`src/rtl/hbsp_pkg.sv`:
```
/*
 hbsp_pkg: shared constants and types for the host bridge strap, memory and pci setup block.
 assumes a single 25 MHz clock domain and straps on the memory address bus.
*/
package hbsp_pkg;
	localparam int BANKS_MAX = 6;
	localparam int MASTERS_MAX = 5;
	localparam int MA_WIDTH = 14;
	// strap positions on the memory address bus
	localparam int POS_HOST_FREQ = 12;
	localparam int POS_QUEUE_DEPTH = 11;
	localparam int POS_QUICK_START = 10;
	localparam int POS_GPORT_DIS = 9;
	localparam int POS_MOD_CONFIG = 7;
	localparam int POS_BUF_MODE = 6;
	localparam logic [3:0] IOQ_DEPTH_MAX = 4'h8;
	localparam logic [3:0] IOQ_DEPTH_MIN = 4'h1;
	localparam logic [1:0] STRAP_SETTLE = 2'h2;
	localparam logic [2:0] CLKRUN_BLIND = 3'h3;
	localparam logic [2:0] CLKRUN_IDLE = 3'h6;
	localparam logic [31:0] IDSEL_AD11 = 32'h0000_0800;
	localparam logic [4:0] DEV_SELF = 5'h00;
	localparam logic [4:0] DEV_GPORT = 5'h01;
	localparam logic [4:0] DEV_LAST = 5'h14;
	typedef enum logic [1:0] {HBSP_CR_RUN, HBSP_CR_RELEASE, HBSP_CR_STOPPED} hbsp_cr_state_t;
endpackage

```
`src/rtl/hbsp_arb_if.sv`:
```
/*
 hbsp_arb_if: request and grant path between the bridge top and its pci arbiter.
 assumes both ends run on mclk.
*/
`timescale 1ns/1ns
interface hbsp_arb_if #(parameter int N = 5);
	logic [N-1:0] req_n;
	logic [N-1:0] gnt_n;
	logic enable;
	logic any_req;
	modport arb (input req_n, input enable, output gnt_n, output any_req);
	modport ctl (output req_n, output enable, input gnt_n, input any_req);
endinterface

```
`src/rtl/hbsp_pci_arb.sv`:
```
/*
 hbsp_pci_arb: round robin arbiter for the external pci masters.
 assumes request pins are asynchronous and a grant may only be given while the pci clock runs.
*/
`timescale 1ns/1ns
module hbsp_pci_arb
	import hbsp_pkg::*;
#(
	parameter int N = MASTERS_MAX
) (
	input wire logic mclk,
	input wire logic arst_n,
	hbsp_arb_if.arb bus
);
	typedef struct packed {
		logic [N-1:0] s1;
		logic [N-1:0] s2;
		logic [N-1:0] gnt_n;
		logic [2:0] last;
	} hbsp_arb_st_t;

	hbsp_arb_st_t st;
	hbsp_arb_st_t next_st;
	logic [N-1:0] req;

	assign req = ~st.s2;
	assign bus.gnt_n = st.gnt_n;
	assign bus.any_req = |req;

	always_comb begin
		int idx;
		logic found;
		idx = 0;
		found = 1'b0;
		next_st = st;
		next_st.s1 = bus.req_n;
		next_st.s2 = st.s1;
		if (!bus.enable) begin
			next_st.gnt_n = '1;
		end else if (!(st.gnt_n != '1 && req[st.last])) begin
			// holder released: hand over to next requester
			next_st.gnt_n = '1;
			for (int i = 1; i <= N; i++) begin
				idx = (int'(st.last) + i) % N;
				if (!found && req[idx]) begin
					found = 1'b1;
					next_st.gnt_n[idx] = 1'b0;
					next_st.last = 3'(idx);
				end
			end
		end
	end

	always_ff @(posedge mclk or negedge arst_n) begin
		if (!arst_n) begin
			st <= '{s1: '1, s2: '1, gnt_n: '1, last: 3'h0};
		end else begin
			st <= next_st;
		end
	end
endmodule

```
`src/rtl/hbsp_top.sv`:
```
/*
 hbsp_top: host bridge strap capture, clock gating, memory bank enables, clock run control,
 pci arbitration and configuration idsel generation.
 assumes straps are steady on the memory address pins around reset and all other
 control inputs except clkrun_n_in and pci_req_n come from logic on mclk.
*/
`timescale 1ns/1ns
module hbsp_top
	import hbsp_pkg::*;
#(
	parameter int NUM_BANKS = BANKS_MAX,
	parameter int NUM_MASTERS = MASTERS_MAX
) (
	input wire logic mclk,
	input wire logic arst_n,
	input wire logic [MA_WIDTH-1:0] mem_addr_strap,
	output logic straps_valid,
	output logic host_freq_66,
	output logic [3:0] ioq_depth,
	output logic quick_start_mode,
	output logic graphics_port_disabled,
	output logic module_compat_mode,
	output logic mobile_buffer_mode,
	input wire logic gclk_enable,
	input wire logic cpu_active,
	input wire logic pci_active,
	output logic clk_gate_stop,
	input wire logic [NUM_BANKS-1:0] bank_populated,
	input wire logic [NUM_BANKS-1:0] bank_is_edo,
	input wire logic self_refresh,
	output logic [NUM_BANKS-1:0] sdram_cke,
	output logic dram_tech_edo,
	output logic dram_mixed_err,
	input wire logic clkrun_n_in,
	output logic clkrun_n_out,
	output logic clkrun_n_oe,
	input wire logic pci_stop_req,
	output logic pci_clk_run,
	input wire logic [NUM_MASTERS-1:0] pci_req_n,
	output logic [NUM_MASTERS-1:0] pci_gnt_n,
	input wire logic cfg_start,
	input wire logic [4:0] cfg_dev,
	output logic [31:0] cfg_idsel,
	output logic cfg_self_hit,
	output logic cfg_reject
);
	typedef struct packed {
		logic [MA_WIDTH-1:0] strap_s1;
		logic [MA_WIDTH-1:0] strap_s2;
		logic [1:0] settle;
		logic valid;
		logic freq_66;
		logic depth_max;
		logic quick;
		logic gport_dis;
		logic compat;
		logic mob_buf;
		logic gate_stop;
		logic [NUM_BANKS-1:0] cke;
		logic tech_edo;
		logic mixed;
		logic cr_s1;
		logic cr_s2;
		hbsp_cr_state_t cr_state;
		logic [2:0] cr_cnt;
		logic cr_drive;
		logic clk_run;
		logic [31:0] idsel;
		logic self_hit;
		logic reject;
	} hbsp_st_t;

	hbsp_st_t st;
	hbsp_st_t next_st;
	logic mixed_now;
	logic any_edo;

	hbsp_arb_if #(.N(NUM_MASTERS)) arb_bus ();

	assign arb_bus.req_n = pci_req_n;
	assign arb_bus.enable = st.clk_run;
	assign pci_gnt_n = arb_bus.gnt_n;

	hbsp_pci_arb #(.N(NUM_MASTERS)) u_arb (
		.mclk(mclk),
		.arst_n(arst_n),
		.bus(arb_bus)
	);

	assign any_edo = |(bank_populated & bank_is_edo);
	assign mixed_now = any_edo && |(bank_populated & ~bank_is_edo);

	always_comb begin
		next_st = st;
		// straps
		next_st.strap_s1 = mem_addr_strap;
		next_st.strap_s2 = st.strap_s1;
		if (!st.valid) begin
			if (st.settle == STRAP_SETTLE) begin
				next_st.valid = 1'b1;
				next_st.freq_66 = st.strap_s2[POS_HOST_FREQ];
				next_st.depth_max = st.strap_s2[POS_QUEUE_DEPTH];
				next_st.quick = st.strap_s2[POS_QUICK_START];
				next_st.gport_dis = ~st.strap_s2[POS_GPORT_DIS];
				next_st.compat = ~st.strap_s2[POS_MOD_CONFIG];
				next_st.mob_buf = st.strap_s2[POS_BUF_MODE];
			end else begin
				next_st.settle = st.settle + 2'h1;
			end
		end
		// idle clock gating
		next_st.gate_stop = gclk_enable && !cpu_active && !pci_active && !arb_bus.any_req;
		// memory banks
		next_st.mixed = mixed_now;
		next_st.tech_edo = any_edo;
		for (int i = 0; i < NUM_BANKS; i++) begin
			next_st.cke[i] = bank_populated[i] && !self_refresh && !mixed_now && st.valid && st.freq_66;
		end
		// pci clock run
		next_st.cr_s1 = clkrun_n_in;
		next_st.cr_s2 = st.cr_s1;
		case (st.cr_state)
			HBSP_CR_RUN: begin
				if (pci_stop_req && !arb_bus.any_req) begin
					next_st.cr_state = HBSP_CR_RELEASE;
					next_st.cr_drive = 1'b0;
					next_st.cr_cnt = 3'h0;
				end
			end
			HBSP_CR_RELEASE: begin
				if (st.cr_cnt >= CLKRUN_BLIND && (!st.cr_s2 || arb_bus.any_req)) begin
					next_st.cr_state = HBSP_CR_RUN;
					next_st.cr_drive = 1'b1;
				end else if (st.cr_cnt == CLKRUN_IDLE) begin
					next_st.cr_state = HBSP_CR_STOPPED;
					next_st.clk_run = 1'b0;
				end else begin
					next_st.cr_cnt = st.cr_cnt + 3'h1;
				end
			end
			HBSP_CR_STOPPED: begin
				if (!st.cr_s2 || arb_bus.any_req) begin
					next_st.cr_state = HBSP_CR_RUN;
					next_st.cr_drive = 1'b1;
					next_st.clk_run = 1'b1;
				end
			end
			default: begin
				next_st.cr_state = HBSP_CR_RUN;
				next_st.cr_drive = 1'b1;
				next_st.clk_run = 1'b1;
			end
		endcase
		// configuration idsel
		if (cfg_start) begin
			next_st.idsel = 32'h0000_0000;
			next_st.self_hit = 1'b0;
			next_st.reject = 1'b0;
			if (cfg_dev == DEV_SELF) begin
				next_st.self_hit = 1'b1;
			end else if (cfg_dev == DEV_GPORT || cfg_dev > DEV_LAST) begin
				next_st.reject = 1'b1;
			end else begin
				next_st.idsel = IDSEL_AD11 << cfg_dev;
			end
		end
	end

	always_ff @(posedge mclk or negedge arst_n) begin
		if (!arst_n) begin
			st <= '{strap_s1: '1, strap_s2: '1, settle: 2'h0, valid: 1'b0,
				freq_66: 1'b1, depth_max: 1'b1, quick: 1'b1, gport_dis: 1'b1, compat: 1'b1, mob_buf: 1'b1,
				gate_stop: 1'b0, cke: '0, tech_edo: 1'b0, mixed: 1'b0, cr_s1: 1'b1, cr_s2: 1'b1,
				cr_state: HBSP_CR_RUN, cr_cnt: 3'h0, cr_drive: 1'b1, clk_run: 1'b1,
				idsel: 32'h0000_0000, self_hit: 1'b0, reject: 1'b0};
		end else begin
			st <= next_st;
		end
	end

	assign straps_valid = st.valid;
	assign host_freq_66 = st.freq_66;
	assign ioq_depth = st.depth_max ? IOQ_DEPTH_MAX : IOQ_DEPTH_MIN;
	assign quick_start_mode = st.quick;
	assign graphics_port_disabled = st.gport_dis;
	assign module_compat_mode = st.compat;
	assign mobile_buffer_mode = st.mob_buf;
	assign clk_gate_stop = st.gate_stop;
	assign sdram_cke = st.cke;
	assign dram_tech_edo = st.tech_edo;
	assign dram_mixed_err = st.mixed;
	assign clkrun_n_out = 1'b0;
	assign clkrun_n_oe = st.cr_drive;
	assign pci_clk_run = st.clk_run;
	assign cfg_idsel = st.idsel;
	assign cfg_self_hit = st.self_hit;
	assign cfg_reject = st.reject;
endmodule
```
`config.mk`:
```
export PLATFORM = sky130hd
export DESIGN_NAME = hbsp_top
export DESIGN_NICKNAME = d
export VERILOG_FILES = /design/src/rtl/hbsp_pkg.sv /design/src/rtl/hbsp_arb_if.sv /design/src/rtl/hbsp_pci_arb.sv /design/src/rtl/hbsp_top.sv
export SDC_FILE = /design/constraint.sdc
export NUM_CORES = 1
export LEC_CHECK = 0
export ABC_AREA = 1
export BUFFER_PORTS_ARGS = -buffer_cell sky130_fd_sc_hd__clkbuf_2
export CORE_AREA = 5 5 109 111
export CTS_CLUSTER_SIZE = 24
export DETAILED_ROUTE_END_ITERATION = 16
export DIE_AREA = 0 0 114 116
export PLACE_DENSITY = 0.85
export SLEW_MARGIN = 20
export SYNTH_ARGS = -nofsm -noshare
export SYNTH_HDL_FRONTEND = slang
export SYNTH_SLANG_ARGS = --single-unit
```
`constraint.sdc`:
```
create_clock -name mclk -period 4.77 [get_ports mclk]
set_input_delay 0 -clock mclk [delete_from_list [all_inputs] [get_ports mclk]]
set_output_delay 0 -clock mclk [all_outputs]
set_load 0.01 [all_outputs]
```
==> reports/metrics.cfg, run 1 <==
[synth]
synth-seq-cells=80
synth_area_um2=6020
synth.avg_cell_area_um2=7.63
ys_warn_count=0
synth-async-reset-ratio_pct=100
synth_edf_count=0
yosysSeqAreaShare_pct=34.0
yosysUniqueCellTypes=57
postSynthCellCount=789
ys.flop_type=dfrtp_1

[setup_path]
crit_type=flop to flop
critPathRequiredTime_ps=5050
crit_end=u_arb.st[0]
regToRegSetupSlack_ps=590
crit_cells=26
critPathTopFamily=simple AND/OR/NAND/NOR gates
cp_common_cell=inv_1
r2r_end=u_arb.st[0]
critPathLaunchType=flop
crit_arrival_ps=4460
slowest_stage=ha_1
cp_max_fo=11
cp_slowest_stage_delay_ps=520
critPathBufInv=6
cp-end-kind=flop
reg2reg_depth=26
critical_path.startpoint=u_arb.st[0]
r2r-start=u_arb.st[0]

[clock_tree]
hold_buffers=33
cts_setup_buffers=0
cts_tree=yes
clk_latency_ps=360
post_cts_resize_count=0
root_buffer=clkbuf_8
htreeDepth=3
cts-buffers-inserted=9
cts.clk_slew.worst_paths_ps=90
cts.path.max_buffers=2
cts.sink_count=80

[drt]
dr_wl_met3_um=945
route.met2.wl_um=7380
wl_met1_um=5990
ant_nets=0
vias=5391
drtIter0Drc=339
wl_per_cell_um=14.5
routed.top_layer=met4
drt_pre_antenna_iters=5
vias_per_cell=5.28
drt_wl_total_um=14900
drc_errors=0

[final_layout]
final_nets=958
layout_common_cells=nand2_1 (169), inv_1 (103), clkbuf_2 (82)
area_growth_syn_to_layout_pct=13.1
final_core_util_pct=63.6
final_common_cell=nand2_1
layout-drive-gt1-share_pct=26.0

[global_routing]
grt_overflow_total=0
grtUsageTotal_pct=23.2
grt_first_pass_wirelength_um=24800
grt_max_degree=81
grt_antenna_before_repair=1
grt_pass1_vias=5343

[sta]
worstMarginPinSlew_ps=944
final.setup.tns_ps=0
rsz0062_at_grt=no
period_needed_ps=4180
finalWorstSetupSlack_ps=591
fin_crit_sh_pct=87.6
slew_headroom_pct=37.0
slew_violations=0
report.final.setup_viol=0
fin_worst_skew_ps=10.4
hold_viol_final=0
fmax_mhz=239

[place]
pre_cts_ws_ps=642
gp_congestion=0.915
portBuffers=83
hpwl_um=10200

[outcome]
status=finished, final reports clean

[hold_path]
hp-start=cfg_dev[3]
hold_class=input port to flop

[run]
cap_violations=0

[floorplanning]
start_util_pct=56.2
dieArea_um2=13200
io_pins=106
die_w_um=114
core_area_um2=10700
rows=38
die_y_um=116

state kept, by name (all words and copies together) (netlist names), 5 cells and up:
name             flops
cfg_idsel           21
next_st              7
sdram_cke            6
st                  15
u_arb.bus.gnt_n      5
u_arb.next_st        5
u_arb.st             8
through the flow:
step / instance area, µm² / hold slack, ps / instances
after floorplan: 6070 / -296 / 802
after global placement: 6260 / 87.2 / 971
after detailed placement: 6260 / 88.9 / 971
after CTS: 6800 / 5.98 / 1020
after global routing: 6800 / 51.4 / 1021
final: 6800 / 25.8 / 1021
worst reg2reg max path, cell delays in order (launching register included):
cell and delay [ps]:
dfrtp_1 500, inv_1 150, ha_1 520, inv_1 190, ha_1 220, inv_1 60
nand3_1 70, nand2_1 90, nand2_2 90, xor2_1 340, ha_1 290, inv_1 70
nand3_2 100, nand2_4 80, nor2_8 160, nand2_1 60, o21ai_1 110, nand2_1 70
inv_1 100, nand2_2 80, inv_1 90, nor2_4 60, nor2_4 240, nand3_1 140
nand2_1 90, nor2_1 50, nor2_1 100
cell families after synthesis:
kind of cell | count (synthesis) | synth area share, %
mux | 3 | 0.561
other cells | 1 | 0.0623
fa+ha+maj | 38 | 7.90
xor+xnor | 7 | 1.33
compound gates | 90 | 9.46
flops | 80 | 34.0
buf+inv | 173 | 14.3
simple gates | 397 | 32.3
how the worst min path moves through the flow:
| stage | cells past startpoint | slack [ps] | to |
|---|---|---|---|
| 2_1_floorplan | 0 | -300 | cfg_idsel[11] |
| 3_3_place_gp | 1 | 90 | next_st[70] |
| 3_5_place_dp | 1 | 90 | next_st[72] |
| 4_1_cts | 4 | 6 | cfg_idsel[18] |
| 5_1_grt | 4 | 50 | cfg_idsel[18] |
| 6_report | 4 | 30 | cfg_idsel[18] |
synth_stat cells, types with 5 or more instances:
cell type | number | share of area, %
nand2_4 | 8 | 1.5
nand4_1 | 18 | 1.9
inv_2 | 10 | 0.62
ha_1 | 38 | 7.9
inv_1 | 103 | 6.4
a21oi_1 | 10 | 0.83
o21ai_0 | 36 | 3.0
nand3_2 | 9 | 1.5
nand2_1 | 169 | 11
nor2_1 | 61 | 3.8
nand3_1 | 71 | 5.9
dfstp_2 | 37 | 16
o21ai_2 | 9 | 1.3
dfrtp_1 | 43 | 18
o22ai_1 | 6 | 0.62
o21ai_1 | 8 | 0.67
xor2_1 | 5 | 0.73
buf_4 | 48 | 6.0
o31ai_1 | 6 | 0.75
nor3_1 | 10 | 0.83
nand2_2 | 28 | 2.9
layout make-up:
cell class              count  area (µm²)
clock buffers               9         124
fillers                   861        3890
well taps                 140         175
repair buffers            119         771
flip-flops and latches     80        2050
multi-input cells         549        3150
diodes                      1        2.50
clock inverters             7        86.3
inverters                 116         442
layer usage:
layer	GRT usage [%]	vias to the layer above
li1	-	2648
met1	27.0	2514
met2	40.8	182
met3	5.48	47
met4	10.2	0
met5	0	-
Power of run 1 is not shown: default switching activity piles up to over one toggle a cycle in this logic, so the estimate is an artifact.
==> run 2, diff against run 1 <==
- CAP_MARGIN: default -> 5
- CORE_AREA: 5 5 109 111 -> 5 5 107 109
- CTS_BUF_LIST: default -> sky130_fd_sc_hd__clkbuf_8
- DIE_AREA: 0 0 114 116 -> 0 0 112 114
- PLACE_DENSITY: 0.85 -> 0.88
- SLEW_MARGIN: 20 -> 30
==> run 2 against run 1 <==
  * Design area is essentially flat
  * Sequential cell count stayed put
  * First-iteration DRC count rose by 2.1%
  * Register-to-register slack better by 70 ps
  * Non-clock buffer count shrank 2
  * Sequential share of layout area is essentially flat
  * Via count is 1.8% lower
  * Critical path depth rose by 2
==> reports/metrics.cfg, run 2 (synthesized netlist as in run 1, its figures left out) <==
[clock_tree]
root_buffer=clkbuf_8
post_cts_resize_count=0  ; unchanged
clk_latency_ps=350  ; about the same
htreeDepth=3  ; unchanged
cts.sink_count=80  ; unchanged
cts.path.max_buffers=2  ; unchanged
cts.clk_slew.worst_paths_ps=90  ; about the same
cts-buffers-inserted=9  ; unchanged
cts_tree=yes

[floorplanning]
rows=38  ; unchanged
io_pins=106  ; unchanged
core_area_um2=10500  ; -1.8%
start_util_pct=57.3  ; +1.0 points
die_w_um=112  ; -1.8%
die_y_um=114  ; -1.7%
dieArea_um2=12800  ; -3.4%

[sta]
slew_violations=0  ; unchanged
hold_viol_final=0  ; unchanged
holdWs_ps=116  ; +90.0 ps
final.setup.tns_ps=0  ; unchanged
report.final.setup_viol=0  ; unchanged
fin_crit_sh_pct=86.1  ; -1.5 points
fmax_mhz=243  ; +1.7%
slew_headroom_pct=45.0  ; +8.0 points
rsz0062_at_grt=no
worstMarginPinSlew_ps=817  ; -128 ps
fin_worst_skew_ps=9.09  ; -1.35 ps
period_needed_ps=4110  ; -70.5 ps

[hold_path]
hp-start=self_refresh
hold_path_end=sdram_cke[4]
holdPathStages=4  ; unchanged
hold_class=input port to flop

[final_layout]
antenna_cells=0  ; -1
design_area_um2=6810  ; about the same
regArea_um2=2050  ; unchanged
area_growth_syn_to_layout_pct=13.1  ; about the same
largest_reg_flops=21  ; unchanged
final_nets=956  ; -0.21%
final_common_cell=nand2_1
layout_common_cells=nand2_1 (169), inv_1 (103), clkbuf_2 (82)
layoutNonFillerInstCount=1018  ; -0.29%
fillers=841  ; -2.3%
multi_input_area_um2=3150  ; unchanged
layout-drive-gt1-share_pct=26.1  ; +0.059 points

[outcome]
status=finished, final reports clean

[setup_path]
reg2reg_depth=28  ; +7.7%
crit_type=flop to flop
regToRegSetupSlack_ps=660  ; +70 ps
r2r_end=u_arb.st[1]
critPathTopFamily=simple AND/OR/NAND/NOR gates
r2r-start=u_arb.st[0]
cp-end-kind=flop
slowest_stage=dfrtp_1
crit_arrival_ps=4350  ; -110 ps
crit_cells=28  ; +7.7%
critPathLaunchType=flop
cp_common_cell=nand2_1
critPathBufInv=6  ; unchanged
cp_slowest_stage_delay_ps=350  ; -170 ps
critPathRequiredTime_ps=5010  ; -40 ps
cp_max_fo=24  ; +13

[drt]
drt_pre_antenna_iters=5  ; unchanged
drtIter0Drc=346  ; +2.1%
vias=5292  ; -1.8%
wl_per_cell_um=13.7  ; -6.0%
ant_nets=0  ; unchanged
drt_wl_total_um=13900  ; -6.3%
drc_errors=0  ; unchanged
vias_per_cell=5.20  ; -1.5%

[global_routing]
grtUsageTotal_pct=22.1  ; -1.1 points
grt_overflow_total=0  ; unchanged
grt_pass1_vias=5153  ; -3.6%
grt_antenna_before_repair=0  ; -1
grt_first_pass_wirelength_um=23400  ; -5.6%
grt_max_degree=81  ; unchanged

[run]
cap_violations=0  ; unchanged

[place]
dpl-instance-area_um2=6260  ; unchanged
hpwl_um=10100  ; -1.3%
gp_congestion=0.917  ; +0.24%
portBuffers=83  ; unchanged
dp_cells=971  ; unchanged

-- run 2: timing repair --
action,4_1_cts,5_1_grt
setup buffers,0,0
hold endpoints to repair,77,0
hold buffers,31,0
-- run 2: worst register-to-register path: cells and delay by family, from the launching register on --
kind	cells	cell delay (ps)
xor gates and xnor gates	1	350
adders and majority gates	3	750
buffers and inverters	6	620
DFF	1	350
and+or+nand+nor	18	1940
-- run 2: worst max-delay path by stage --
stage / start / end
2_1_floorplan: u_arb.st[0] / u_arb.st[2]
6_report: u_arb.st[0] / u_arb.st[1]
5_1_grt: u_arb.st[1] / u_arb.st[0]
4_1_cts: u_arb.st[0] / u_arb.st[1]
3_3_place_gp: u_arb.st[0] / u_arb.st[1]
3_5_place_dp: u_arb.st[0] / u_arb.st[1]
-- run 2: metrics by stage --
step / util, % / setup WS [ps]
after floorplan: - / 734
after global placement: 59.6 / 852
after detailed placement: 59.6 / 745
after CTS: 64.7 / 717
after global routing: 64.8 / 263
final: 64.8 / 661
-- run 2: layer usage --
| metal | share of wire [%] | track usage (%) | vias up |
|---|---|---|---|
| met4 | 1.9 | 6.97 | 0 |
| li1 | - | - | 2643 |
| met2 | 50 | 39.2 | 166 |
| met5 | 0 | 0 | - |
| met3 | 6.3 | 4.19 | 23 |
| met1 | 42 | 27.2 | 2460 |
-- run 2: area by class of cell --
| class | instances | area share, % |
|---|---|---|
| clock buffers | 9 | 1.82 |
| clock inverters | 7 | 1.60 |
| inverters | 116 | 6.49 |
| multi-input cells | 549 | 46.3 |
| flip-flops and latches | 80 | 30.1 |
| well taps | 140 | 2.57 |
| repair buffers | 117 | 11.1 |
Power of run 2 is left out for the same reason.
